===== src/core/cpu_regs_map.svh =====
/*
  Constants for the cpu register set: reset values, direct page span, stack frame
  sizes. Assumes inclusion by the design modules.
*/
`ifndef CPU_REGS_MAP_SVH
`define CPU_REGS_MAP_SVH
`define ACC_RESET        16'h0000
`define IDX_RESET        16'h0000
`define STACK_RESET      16'h0000
`define FETCH_CTR_RESET  16'h0000
`define BANK_RESET       8'h00
`define DPAGE_RESET      16'h0000
`define IRQ_FRAME_BYTES  16'h0005
`define CALL_FRAME_LONG  16'h0003
`define CALL_FRAME_SHORT 16'h0002
`define DPAGE_SPAN       16'h0100
`endif


===== src/core/cpu_regs_pkg.sv =====
/*
  Types for the cpu register set.
  Assumes cpu_regs_map.svh for numeric constants.
*/
package cpu_regs_pkg;
  // register selects for load and read
  typedef enum logic [2:0] {
    SEL_ACC_A, SEL_ACC_B, SEL_IDX_X, SEL_IDX_Y,
    SEL_STACK, SEL_DPAGE, SEL_OPBANK, SEL_NONE
  } reg_sel_t;
  // stack frame kinds
  typedef enum logic [1:0] {
    FRAME_IRQ, FRAME_CALL_LONG, FRAME_CALL_SHORT
  } frame_t;
  // program counter update kinds
  typedef enum logic [1:0] {
    PC_HOLD, PC_INC, PC_ADD, PC_LOAD
  } pc_op_t;
endpackage : cpu_regs_pkg


===== src/core/stack_sequencer.sv =====
/*
  Stack push/pop sequencer: emits byte addresses and data for
  interrupt and call frames, one byte per cycle.
  Assumes the caller holds frame contents stable during a sequence.
*/
`timescale 1ns/1ps
`include "cpu_regs_map.svh"
module stack_sequencer
  import cpu_regs_pkg::*;
(
  input  wire logic        mclk,
  input  wire logic        resetn,
  input  wire logic        ce,
  input  wire logic        push_go,
  input  wire logic        pop_go,
  input  wire frame_t      frame,
  input  wire logic [15:0] sp_in,
  input  wire logic [39:0] frame_bytes,
  input  wire logic [7:0]  pop_data,
  output logic             busy,
  output logic             mem_wr,
  output logic             mem_rd,
  output logic [15:0]      mem_addr,
  output logic [7:0]       mem_wdata,
  output logic [39:0]      popped,
  output logic             done,
  output logic [15:0]      sp_out
);
  typedef enum logic [1:0] {ST_IDLE, ST_PUSH, ST_POP} seq_state_t;
  seq_state_t  state_q, state_d;
  logic [2:0]  cnt_q, cnt_d;
  logic [2:0]  len_q, len_d;
  logic [15:0] sp_q, sp_d;
  logic [39:0] pop_q, pop_d;
  logic        done_q, done_d;

  function automatic logic [2:0] frame_len(input frame_t f);
    case (f)
      FRAME_IRQ:       frame_len = 3'(`IRQ_FRAME_BYTES);
      FRAME_CALL_LONG: frame_len = 3'(`CALL_FRAME_LONG);
      default:         frame_len = 3'(`CALL_FRAME_SHORT);
    endcase
  endfunction : frame_len

  ////////////////////////////////////////////////////////////////////
  // next state; push order is bank, pc hi, pc lo, flags hi, flags lo
  always_comb begin
    state_d = state_q;
    cnt_d   = cnt_q;
    len_d   = len_q;
    sp_d    = sp_q;
    pop_d   = pop_q;
    done_d  = 1'b0;
    case (state_q)
      ST_IDLE: begin
        if (push_go) begin
          state_d = ST_PUSH;
          len_d   = frame_len(frame);
          cnt_d   = 3'h0;
          sp_d    = sp_in;
        end else if (pop_go) begin
          state_d = ST_POP;
          len_d   = frame_len(frame);
          cnt_d   = 3'h0;
          sp_d    = sp_in;
          pop_d   = 40'h0;
        end
      end
      // RQ7: one byte per decrement
      ST_PUSH: begin
        sp_d  = sp_q - 16'h0001;
        cnt_d = cnt_q + 3'h1;
        if (cnt_q == len_q - 3'h1) begin
          state_d = ST_IDLE;
          done_d  = 1'b1;
        end
      end
      // RQ8: reverse order restore
      ST_POP: begin
        sp_d  = sp_q + 16'h0001;
        cnt_d = cnt_q + 3'h1;
        pop_d = {pop_q[31:0], pop_data};
        if (cnt_q == len_q - 3'h1) begin
          state_d = ST_IDLE;
          done_d  = 1'b1;
        end
      end
      default: state_d = ST_IDLE;
    endcase
  end

  always_ff @(posedge mclk) begin
    if (!resetn) begin
      state_q <= ST_IDLE;
      cnt_q   <= 3'h0;
      len_q   <= 3'h0;
      sp_q    <= `STACK_RESET;
      pop_q   <= 40'h0;
      done_q  <= 1'b0;
    end else if (ce) begin
      state_q <= state_d;
      cnt_q   <= cnt_d;
      len_q   <= len_d;
      sp_q    <= sp_d;
      pop_q   <= pop_d;
      done_q  <= done_d;
    end
  end

  // byte pushed: frame_bytes[39:32] first, shortened frames use top bytes
  always_comb begin
    mem_wdata = frame_bytes[39 - 8*cnt_q -: 8];
  end
  assign busy     = (state_q != ST_IDLE);
  assign mem_wr   = (state_q == ST_PUSH);
  // pop pre-increments: read address is sp+1
  assign mem_rd   = (state_q == ST_POP);
  assign mem_addr = (state_q == ST_POP) ? sp_q + 16'h0001 : sp_q;
  assign popped   = pop_q;
  assign done     = done_q;
  assign sp_out   = sp_q;
endmodule : stack_sequencer


===== src/core/cpu_register_set.sv =====
/*
  Programmer-visible register set: accumulators, index registers,
  stack pointer, fetch counter and bank, operand bank, direct page base.
  Assumes an instruction sequencer drives the load and step controls.
*/
// Behaviour
// RQ1: accumulator a 16 bits, width by data flag
// RQ2: accumulator b mirrors a, same width flag
// RQ3: index x 16 bits, width by index flag
// RQ4: index y like x, same flag
// RQ5: block move source is bank3 and x
// RQ6: block move destination is bank2 and y
// RQ7: interrupt pushes five bytes, stack minus five
// RQ8: return restores reverse order, stack restored
// RQ9: call stacks like interrupt without flags
// RQ10: software must initialise stack pointer
// RQ11: fetch counter holds low 16 fetch bits
// RQ12: counter increment carry bumps fetch bank
// RQ13: add or subtract carry/borrow adjusts bank
// RQ14: single-chip software keeps banks at zero
// RQ15: operand bank forms high operand byte
// RQ16: direct page covers 256 bytes from base
// RQ17: base FF01 and up spans into bank 1
// RQ18: zero low base byte means fast path
// RQ19: fetch address is bank then counter
`timescale 1ns/1ps
`include "cpu_regs_map.svh"
module cpu_register_set
  import cpu_regs_pkg::*;
(
  input  wire logic        mclk,
  input  wire logic        resetn,
  input  wire logic        ce,
  input  wire logic        data_width_8,
  input  wire logic        index_width_8,
  input  wire reg_sel_t    load_sel,
  input  wire logic [15:0] load_data,
  input  wire reg_sel_t    read_sel,
  output logic [15:0]      read_data,
  input  wire pc_op_t      pc_op,
  input  wire logic [15:0] pc_operand,
  input  wire logic        pc_subtract,
  input  wire logic [7:0]  bank_load,
  input  wire logic        block_move,
  input  wire logic [7:0]  move_byte2,
  input  wire logic [7:0]  move_byte3,
  output logic [23:0]      move_src_addr,
  output logic [23:0]      move_dst_addr,
  input  wire logic [7:0]  dp_offset,
  output logic [23:0]      dp_addr,
  output logic             dp_fast,
  input  wire logic [15:0] operand_low,
  output logic [23:0]      operand_addr,
  output logic [23:0]      fetch_addr,
  input  wire logic        irq_enter,
  input  wire logic        call_enter,
  input  wire logic        call_long,
  input  wire logic        irq_return,
  input  wire logic        call_return,
  input  wire logic [15:0] processor_flags_word,
  input  wire logic [7:0]  stack_rdata,
  output logic             stack_wr,
  output logic             stack_rd,
  output logic [15:0]      stack_addr,
  output logic [7:0]       stack_wdata,
  output logic             stack_busy,
  output logic             frame_done,
  output logic [15:0]      flags_restored
);
  logic [15:0] acc_a_q, acc_a_d, acc_b_q, acc_b_d;
  logic [15:0] idx_x_q, idx_x_d, idx_y_q, idx_y_d;
  logic [15:0] sp_q, sp_d;
  logic [15:0] fetch_counter_q, fetch_counter_d;
  logic [7:0]  fetch_bank_q, fetch_bank_d;
  logic [7:0]  operand_bank_q, operand_bank_d;
  logic [15:0] direct_page_base_q, direct_page_base_d;
  logic [15:0] flags_q, flags_d;
  logic        ret_irq_q, ret_irq_d, popping_q, popping_d;
  frame_t      frame;
  frame_t      frame_q, frame_d, frame_use;
  logic [39:0] frame_bytes, popped;
  logic        seq_busy, seq_done;
  logic [15:0] seq_sp;
  logic        push_go, pop_go;

  // width-aware write: 8-bit mode keeps the high byte untouched
  function automatic logic [15:0] sized_write(input logic [15:0] old,
                                              input logic [15:0] val,
                                              input logic        narrow);
    sized_write = narrow ? {old[15:8], val[7:0]} : val;
  endfunction : sized_write

  // width-aware read: high byte reads zero in 8-bit mode
  function automatic logic [15:0] sized_read(input logic [15:0] val,
                                             input logic        narrow);
    sized_read = narrow ? {8'h00, val[7:0]} : val;
  endfunction : sized_read

  ////////////////////////////////////////////////////////////////////
  // frame selection for the stack sequencer
  always_comb begin
    // RQ9: call frames omit flags, short call omits bank
    if (irq_enter || irq_return)
      frame = FRAME_IRQ;
    else if (call_long)
      frame = FRAME_CALL_LONG;
    else
      frame = FRAME_CALL_SHORT;
    // RQ7: bank, counter hi, counter lo, flags hi, flags lo
    // request lines last one cycle, so bytes follow the latched kind
    frame_use = seq_busy ? frame_q : frame;
    if (frame_use == FRAME_CALL_SHORT)
      frame_bytes = {fetch_counter_q, 24'h0};
    else
      frame_bytes = {fetch_bank_q, fetch_counter_q, processor_flags_word};
  end
  // new requests ignored while a frame is in flight or ending;
  // the stack pointer only settles in the cycle after done
  assign push_go = !seq_busy && !seq_done && (irq_enter || call_enter);
  assign pop_go  = !seq_busy && !seq_done && !push_go && (irq_return || call_return);

  stack_sequencer u_seq (
    .mclk        (mclk),
    .resetn      (resetn),
    .ce          (ce),
    .push_go     (push_go),
    .pop_go      (pop_go),
    .frame       (frame),
    .sp_in       (sp_q),
    .frame_bytes (frame_bytes),
    .pop_data    (stack_rdata),
    .busy        (seq_busy),
    .mem_wr      (stack_wr),
    .mem_rd      (stack_rd),
    .mem_addr    (stack_addr),
    .mem_wdata   (stack_wdata),
    .popped      (popped),
    .done        (seq_done),
    .sp_out      (seq_sp)
  );

  ////////////////////////////////////////////////////////////////////
  // data registers next values
  always_comb begin
    acc_a_d = acc_a_q;
    acc_b_d = acc_b_q;
    idx_x_d = idx_x_q;
    idx_y_d = idx_y_q;
    operand_bank_d     = operand_bank_q;
    direct_page_base_d = direct_page_base_q;
    case (load_sel)
      // RQ1: width from data flag
      SEL_ACC_A:  acc_a_d = sized_write(acc_a_q, load_data, data_width_8);
      // RQ2: same flag as accumulator a
      SEL_ACC_B:  acc_b_d = sized_write(acc_b_q, load_data, data_width_8);
      // RQ3: width from index flag
      SEL_IDX_X:  idx_x_d = sized_write(idx_x_q, load_data, index_width_8);
      // RQ4: same index flag
      SEL_IDX_Y:  idx_y_d = sized_write(idx_y_q, load_data, index_width_8);
      // RQ16: any base value allowed
      SEL_DPAGE:  direct_page_base_d = load_data;
      SEL_OPBANK: operand_bank_d = load_data[7:0];
      default:    ;
    endcase
  end

  ////////////////////////////////////////////////////////////////////
  // stack pointer, fetch counter and bank next values
  always_comb begin
    logic [16:0] sum;
    sum             = 17'h0;
    sp_d            = sp_q;
    fetch_counter_d = fetch_counter_q;
    fetch_bank_d    = fetch_bank_q;
    flags_d         = flags_q;
    ret_irq_d       = ret_irq_q;
    popping_d       = popping_q;
    frame_d         = frame_q;
    // RQ10: software loads the stack, no hardware init value implied
    if (load_sel == SEL_STACK)
      sp_d = load_data;
    if (pop_go) begin
      ret_irq_d = irq_return;
      popping_d = 1'b1;
    end else if (push_go)
      popping_d = 1'b0;
    // kind held for the whole frame
    if (push_go || pop_go)
      frame_d = frame;
    // RQ7: sequencer returns stack minus frame length
    if (seq_busy)
      sp_d = seq_sp;
    if (seq_done) begin
      sp_d = seq_sp;
      // RQ8: restored stack equals pre-interrupt value
      if (popping_q && ret_irq_q) begin
        // last byte read sits lowest, so each high byte is below its low byte
        fetch_bank_d    = popped[7:0];
        fetch_counter_d = {popped[15:8], popped[23:16]};
        flags_d         = {popped[31:24], popped[39:32]};
      end else if (popping_q && frame_q == FRAME_CALL_LONG) begin
        fetch_bank_d    = popped[7:0];
        fetch_counter_d = {popped[15:8], popped[23:16]};
      end else if (popping_q) begin
        fetch_counter_d = {popped[7:0], popped[15:8]};
      end
    end else begin
      case (pc_op)
        // RQ12: increment carry bumps bank
        PC_INC: begin
          sum             = {1'b0, fetch_counter_q} + 17'h00001;
          fetch_counter_d = sum[15:0];
          if (sum[16])
            fetch_bank_d = fetch_bank_q + 8'h01;
        end
        // RQ13: carry or borrow moves bank
        PC_ADD: begin
          if (pc_subtract)
            sum = {1'b0, fetch_counter_q} - {1'b0, pc_operand};
          else
            sum = {1'b0, fetch_counter_q} + {1'b0, pc_operand};
          fetch_counter_d = sum[15:0];
          if (sum[16])
            fetch_bank_d = pc_subtract ? fetch_bank_q - 8'h01
                                       : fetch_bank_q + 8'h01;
        end
        // RQ11: full 16-bit counter load
        PC_LOAD: begin
          fetch_counter_d = pc_operand;
          fetch_bank_d    = bank_load;
        end
        default: ;
      endcase
    end
  end

  // all state frozen while ce is low
  always_ff @(posedge mclk) begin
    if (!resetn) begin
      acc_a_q            <= `ACC_RESET;
      acc_b_q            <= `ACC_RESET;
      idx_x_q            <= `IDX_RESET;
      idx_y_q            <= `IDX_RESET;
      sp_q               <= `STACK_RESET;
      fetch_counter_q    <= `FETCH_CTR_RESET;
      fetch_bank_q       <= `BANK_RESET;
      operand_bank_q     <= `BANK_RESET;
      direct_page_base_q <= `DPAGE_RESET;
      flags_q            <= 16'h0000;
      ret_irq_q          <= 1'b0;
      popping_q          <= 1'b0;
      frame_q            <= FRAME_IRQ;
    end else if (ce) begin
      acc_a_q            <= acc_a_d;
      acc_b_q            <= acc_b_d;
      idx_x_q            <= idx_x_d;
      idx_y_q            <= idx_y_d;
      sp_q               <= sp_d;
      fetch_counter_q    <= fetch_counter_d;
      fetch_bank_q       <= fetch_bank_d;
      operand_bank_q     <= operand_bank_d;
      direct_page_base_q <= direct_page_base_d;
      flags_q            <= flags_d;
      ret_irq_q          <= ret_irq_d;
      popping_q          <= popping_d;
      frame_q            <= frame_d;
    end
  end

  ////////////////////////////////////////////////////////////////////
  // read mux, width-aware
  always_comb begin
    case (read_sel)
      SEL_ACC_A:  read_data = sized_read(acc_a_q, data_width_8);
      SEL_ACC_B:  read_data = sized_read(acc_b_q, data_width_8);
      SEL_IDX_X:  read_data = sized_read(idx_x_q, index_width_8);
      SEL_IDX_Y:  read_data = sized_read(idx_y_q, index_width_8);
      SEL_STACK:  read_data = sp_q;
      SEL_DPAGE:  read_data = direct_page_base_q;
      SEL_OPBANK: read_data = {8'h00, operand_bank_q};
      default:    read_data = 16'h0000;
    endcase
  end

  // address formation; move addresses zero when no block move to keep bus quiet
  always_comb begin
    logic [16:0] dp_sum;
    dp_sum = {1'b0, direct_page_base_q} + {9'h000, dp_offset};
    // RQ5: source bank from third byte
    move_src_addr = block_move ? {move_byte3, idx_x_q} : 24'h000000;
    // RQ6: destination bank from second byte
    move_dst_addr = block_move ? {move_byte2, idx_y_q} : 24'h000000;
    // RQ17: carry runs into bank 1, no wrap
    dp_addr = {7'h00, dp_sum};
    // RQ18: low base byte zero is the fast path
    dp_fast = (direct_page_base_q[7:0] == 8'h00);
    // RQ15: operand bank on top
    operand_addr = {operand_bank_q, operand_low};
    // RQ19: bank concatenated with counter
    fetch_addr = {fetch_bank_q, fetch_counter_q};
  end

  assign stack_busy     = seq_busy;
  assign frame_done     = seq_done;
  assign flags_restored = flags_q;
endmodule : cpu_register_set


===== config.mk =====
export PLATFORM = sky130hd
export DESIGN_NAME = cpu_register_set
export DESIGN_NICKNAME = d
export VERILOG_FILES = /design/src/core/cpu_regs_pkg.sv /design/src/core/stack_sequencer.sv /design/src/core/cpu_register_set.sv
export VERILOG_INCLUDE_DIRS = /design/src /design/src/core
export SDC_FILE = /design/constraint.sdc
export NUM_CORES = 1
export LEC_CHECK = 0
export ABC_AREA = 1
export BUFFER_PORTS_ARGS = -buffer_cell sky130_fd_sc_hd__buf_2
export CORE_MARGIN = 10
export CORE_UTILIZATION = 30
export CTS_CLUSTER_SIZE = 10
export DETAILED_ROUTE_END_ITERATION = 10
export MAX_ROUTING_LAYER = met4
export PLACE_DENSITY = 0.52
export SLEW_MARGIN = 20
export SYNTH_ARGS = -nofsm -noshare
export SYNTH_HDL_FRONTEND = slang
export SYNTH_SLANG_ARGS = --single-unit

===== constraint.sdc =====
create_clock -name mclk -period 8.17 [get_ports mclk]
set_clock_uncertainty 0.2 [all_clocks]
set_input_delay 0.4085 -clock mclk [delete_from_list [all_inputs] [get_ports mclk]]
set_output_delay 0.4085 -clock mclk [all_outputs]
set_load 0.05 [all_outputs]

==> results by group <==
Clocking
  • CTS tree: yes
  • Clk pin slew, worst setup/hold paths: 0.06 ns
  • Clock Sinks: 213
  • Clock Path Buffers: 3
  • Worst skew pair latency: 0.57 ns
  • Root buf cell: clkbuf_16
  • Num CTS Buffers: 27
  • H-tree depth: 1

Cells and area
  • Most common cell after layout, fill and taps aside: nand2_1
  • Most frequent cells in the layout: 490 x nand2_1, 345 x nor2_1, 264 x buf_2, 261 x inv_1, 235 x o21ai_0
  • Reg area: 4260 µm²
  • Post-layout util: 35.8%
  • NumNets Final: 2677
  • Share of layout cells above drive strength 1: 13.9%
  • Fillers: 5201
  • Layout area overhead: 17.6%
  • Multi-input gate area: 8320 µm²

Critical path
  • Crit path DAT: 3.58 ns
  • Crit Path Category: flip-flop to primary output
  • Slowest CP cell: dfxtp_1
  • CP Cell Sequence: inv_1, ha_1, xnor2_1, a21boi_0, nand2_1, a21oi_1, buf_2
  • Max incr delay on CP: 0.71 ns
  • Crit. End Element: primary output
  • CP startpoint kind: flip-flop
  • Worst path required time: 7.56 ns
  • Worst Path Max Fanout: 18

Power and ir drop
  • Static Leak: 8.07 nW
  • Maximum VDD drop: 0.146 mV
  • Pwr dens: 196 nW/µm²

Detailed routing
  • Via count: 16100
  • Routed vias/inst: 5.13
  • DRT iter0 DRCs: 1279
  • Detail Route Antenna Nets: 0
  • Final wirelength: 59500 µm
  • Residual DRC: 0
  • Initial DRT Pass Iterations: 8
  • Wire per inst: 19.0 µm

Floorplan
  • Area of the core: 46800 µm²
  • IO Count: 305
  • DIE WIDTH: 238 µm
  • Die Footprint: 56600 µm²
  • Die Ht: 238 µm
  • Num rows: 79
  • Starting Density: 30.5%

Global routing
  • First-pass GRT wire length: 90300 µm
  • Largest net degree at the start of global routing: 80
  • Vias in the first global route: 15200
  • GRT Total Usage: 20.5%
  • Gr ovfl total: 0
  • Antenna violations before repair: 3

Logic synthesis
  • Synth Warn #: 0
  • Dominant cell type by area after synthesis: dfxtp_1
  • Synth Instances: 2320
  • Sequential element share of the synthesized area: 29.9%
  • Mapped Area: 14200 µm²
  • Share of the synthesized area in the top cell type: 29.9%
  • Count of cell types in the netlist: 49
  • Yosys reg bits: 213
  • Area contributors post-synth: dfxtp_1 30%, nand2_1 13%, nor2_1 9.1%, o21ai_0 8.3%, nand3_1 7.3%
  • Post-synthesis area per instance: 6.14 µm²

STA
  • RSZ-0062 raised after global routing: no
  • Maximum clock frequency: 239 MHz
  • TNS Setup: 0 ns
  • Tmin final: 4.18 ns
  • Final cycle utilization of the critical path: 51.2%
  • Worst Setup Slack, final: 3.99 ns
  • Worst Tran Pin Value: 0.920 ns
  • Finish-stage setup viols: 0
  • Slew margin rel.: 38.5%
  • Final hold violations: 0
  • Max Slew Vio Count: 0

Placement
  • Post-place setup slack: 4.10 ns
  • PortBufs: 265
  • Post-DP HPWL: 45500 µm
  • Final GP Congestion: 0.926

Hold path
  • HP Class: input port to flip-flop

Run status
  • Outcome: finished, final reports clean

Run
  • Max-cap check violation count: 0
## critical path, delay by kind of cell, from the launching register on
family	cells	cell delay [ns]
XOR/XNOR	1	0.69
AO/OA/AOI/OAI	2	0.52
flip-flops	1	0.71
buffers and inverters	2	0.67
adder cells (fa/ha/maj)	1	0.32
AND/OR/NAND/NOR	1	0.09
## through the flow
step                      instances  hold slack [ns]  cell area [µm²]  power, mW
final                          3137           0.0247            16700       3.28
after global routing           3137           0.0285            16700       3.45
after CTS                      3134          0.00104            16700       3.30
after detailed placement       3074            0.251            15800       2.15
after global placement         3074            0.248            15800       2.14
after floorplan                2326            0.230            14300       1.88
## registers in the layout (all words and copies together), names as in the netlist
name                count
fetch_counter_q        16
acc_b_q                16
popping_q               1
fetch_bank_q            8
frame_q                 2
idx_y_q                16
u_seq.cnt_q             3
acc_a_q                16
u_seq.state_q           2
sp_q                   16
ret_irq_q               1
u_seq.len_q             3
u_seq.done              1
u_seq.sp_out           16
direct_page_base_q     16
u_seq.popped           40
idx_x_q                16
operand_bank_q          8
flags_restored         16
## logic make-up (layout without fill, tap and decap cells)
| family | count (synthesis) | after routing | share of synthesized area (%) |
|---|---|---|---|
| multiplexers | 1 | 1 | 0.0703 |
| buffers and inverters | 406 | 607 | 11.8 |
| AND/OR/NAND/NOR | 1119 | 1119 | 32.8 |
| AO/OA/AOI/OAI | 507 | 507 | 19.7 |
| flip-flops | 213 | 213 | 29.9 |
| adder cells (fa/ha/maj) | 40 | 40 | 3.62 |
| other | 1 | 10 | 0.0263 |
| XOR/XNOR | 33 | 33 | 2.03 |
## routing by layer
metal | part of all wire (%) | GRT usage (%) | routed length [µm]
met1 | 48 | 28.2 | 28500
met2 | 44 | 31.3 | 26000
met3 | 6.4 | 2.99 | 3840
met4 | 1.9 | 4.25 | 1120
met5 | 0 | - | 0
## cell type report
| cell class | instances | share of cell area, % |
|---|---|---|
| sequential | 213 | 25.5 |
| timing repair buffer | 289 | 9.26 |
| antenna | 3 | 0.0448 |
| tap | 607 | 4.53 |
| multi-input combinational | 1707 | 49.7 |
| inverter | 275 | 6.16 |
| clock buffer | 38 | 4.46 |
| clock inverter | 5 | 0.388 |
## cells in the mapped netlist (all sizes together)
cell type / n
mux2i: 1
o2111ai: 3
a221oi: 10
xnor2: 9
conb: 1
o21bai: 2
o21ai: 238
a311oi: 1
a22oi: 6
xor2: 24
o221ai: 2
dfxtp: 213
nand4: 29
nor3: 17
inv: 271
o31ai: 8
a211oi: 7
a22o: 3
and2: 2
or2: 10
o21a: 2
nor4: 2
a21boi: 3
a21o: 2
clkinv: 4
buf: 53
nand2: 492
o22ai: 4
fa: 2
nor2: 355
clkbuf: 78
a21oi: 176
ha: 38
nand3: 209
nand3b: 3
o211ai: 19
a31oi: 21
## worst paths after layout
kind	from	end	slack (ns)	depth (start not counted)
hold reg to reg	acc_b_q[3]	acc_b_q[3]	0.26	2
hold / removal	load_data[5]	sp_q[5]	0.02	3
setup reg to reg	u_seq.state_q[0]	u_seq.popped[24]	4.55	11
setup / recovery	u_seq.cnt_q[0]	stack_wdata[1]	3.99	7
## repair_timing
item,CTS,global route
endpoints found under the setup margin,0,0
hold buffers,17,0
endpoints found under the hold margin,27,0
setup buffers,0,0
gates resized for setup,0,0
## report_power, final
group | switching (mW) | internal (mW) | total (mW)
logic | 0.708 | 0.258 | 0.966
clock network | 0.479 | 0.662 | 1.14
registers | 0.0860 | 1.09 | 1.18
(Power assumes the default switching activity.)
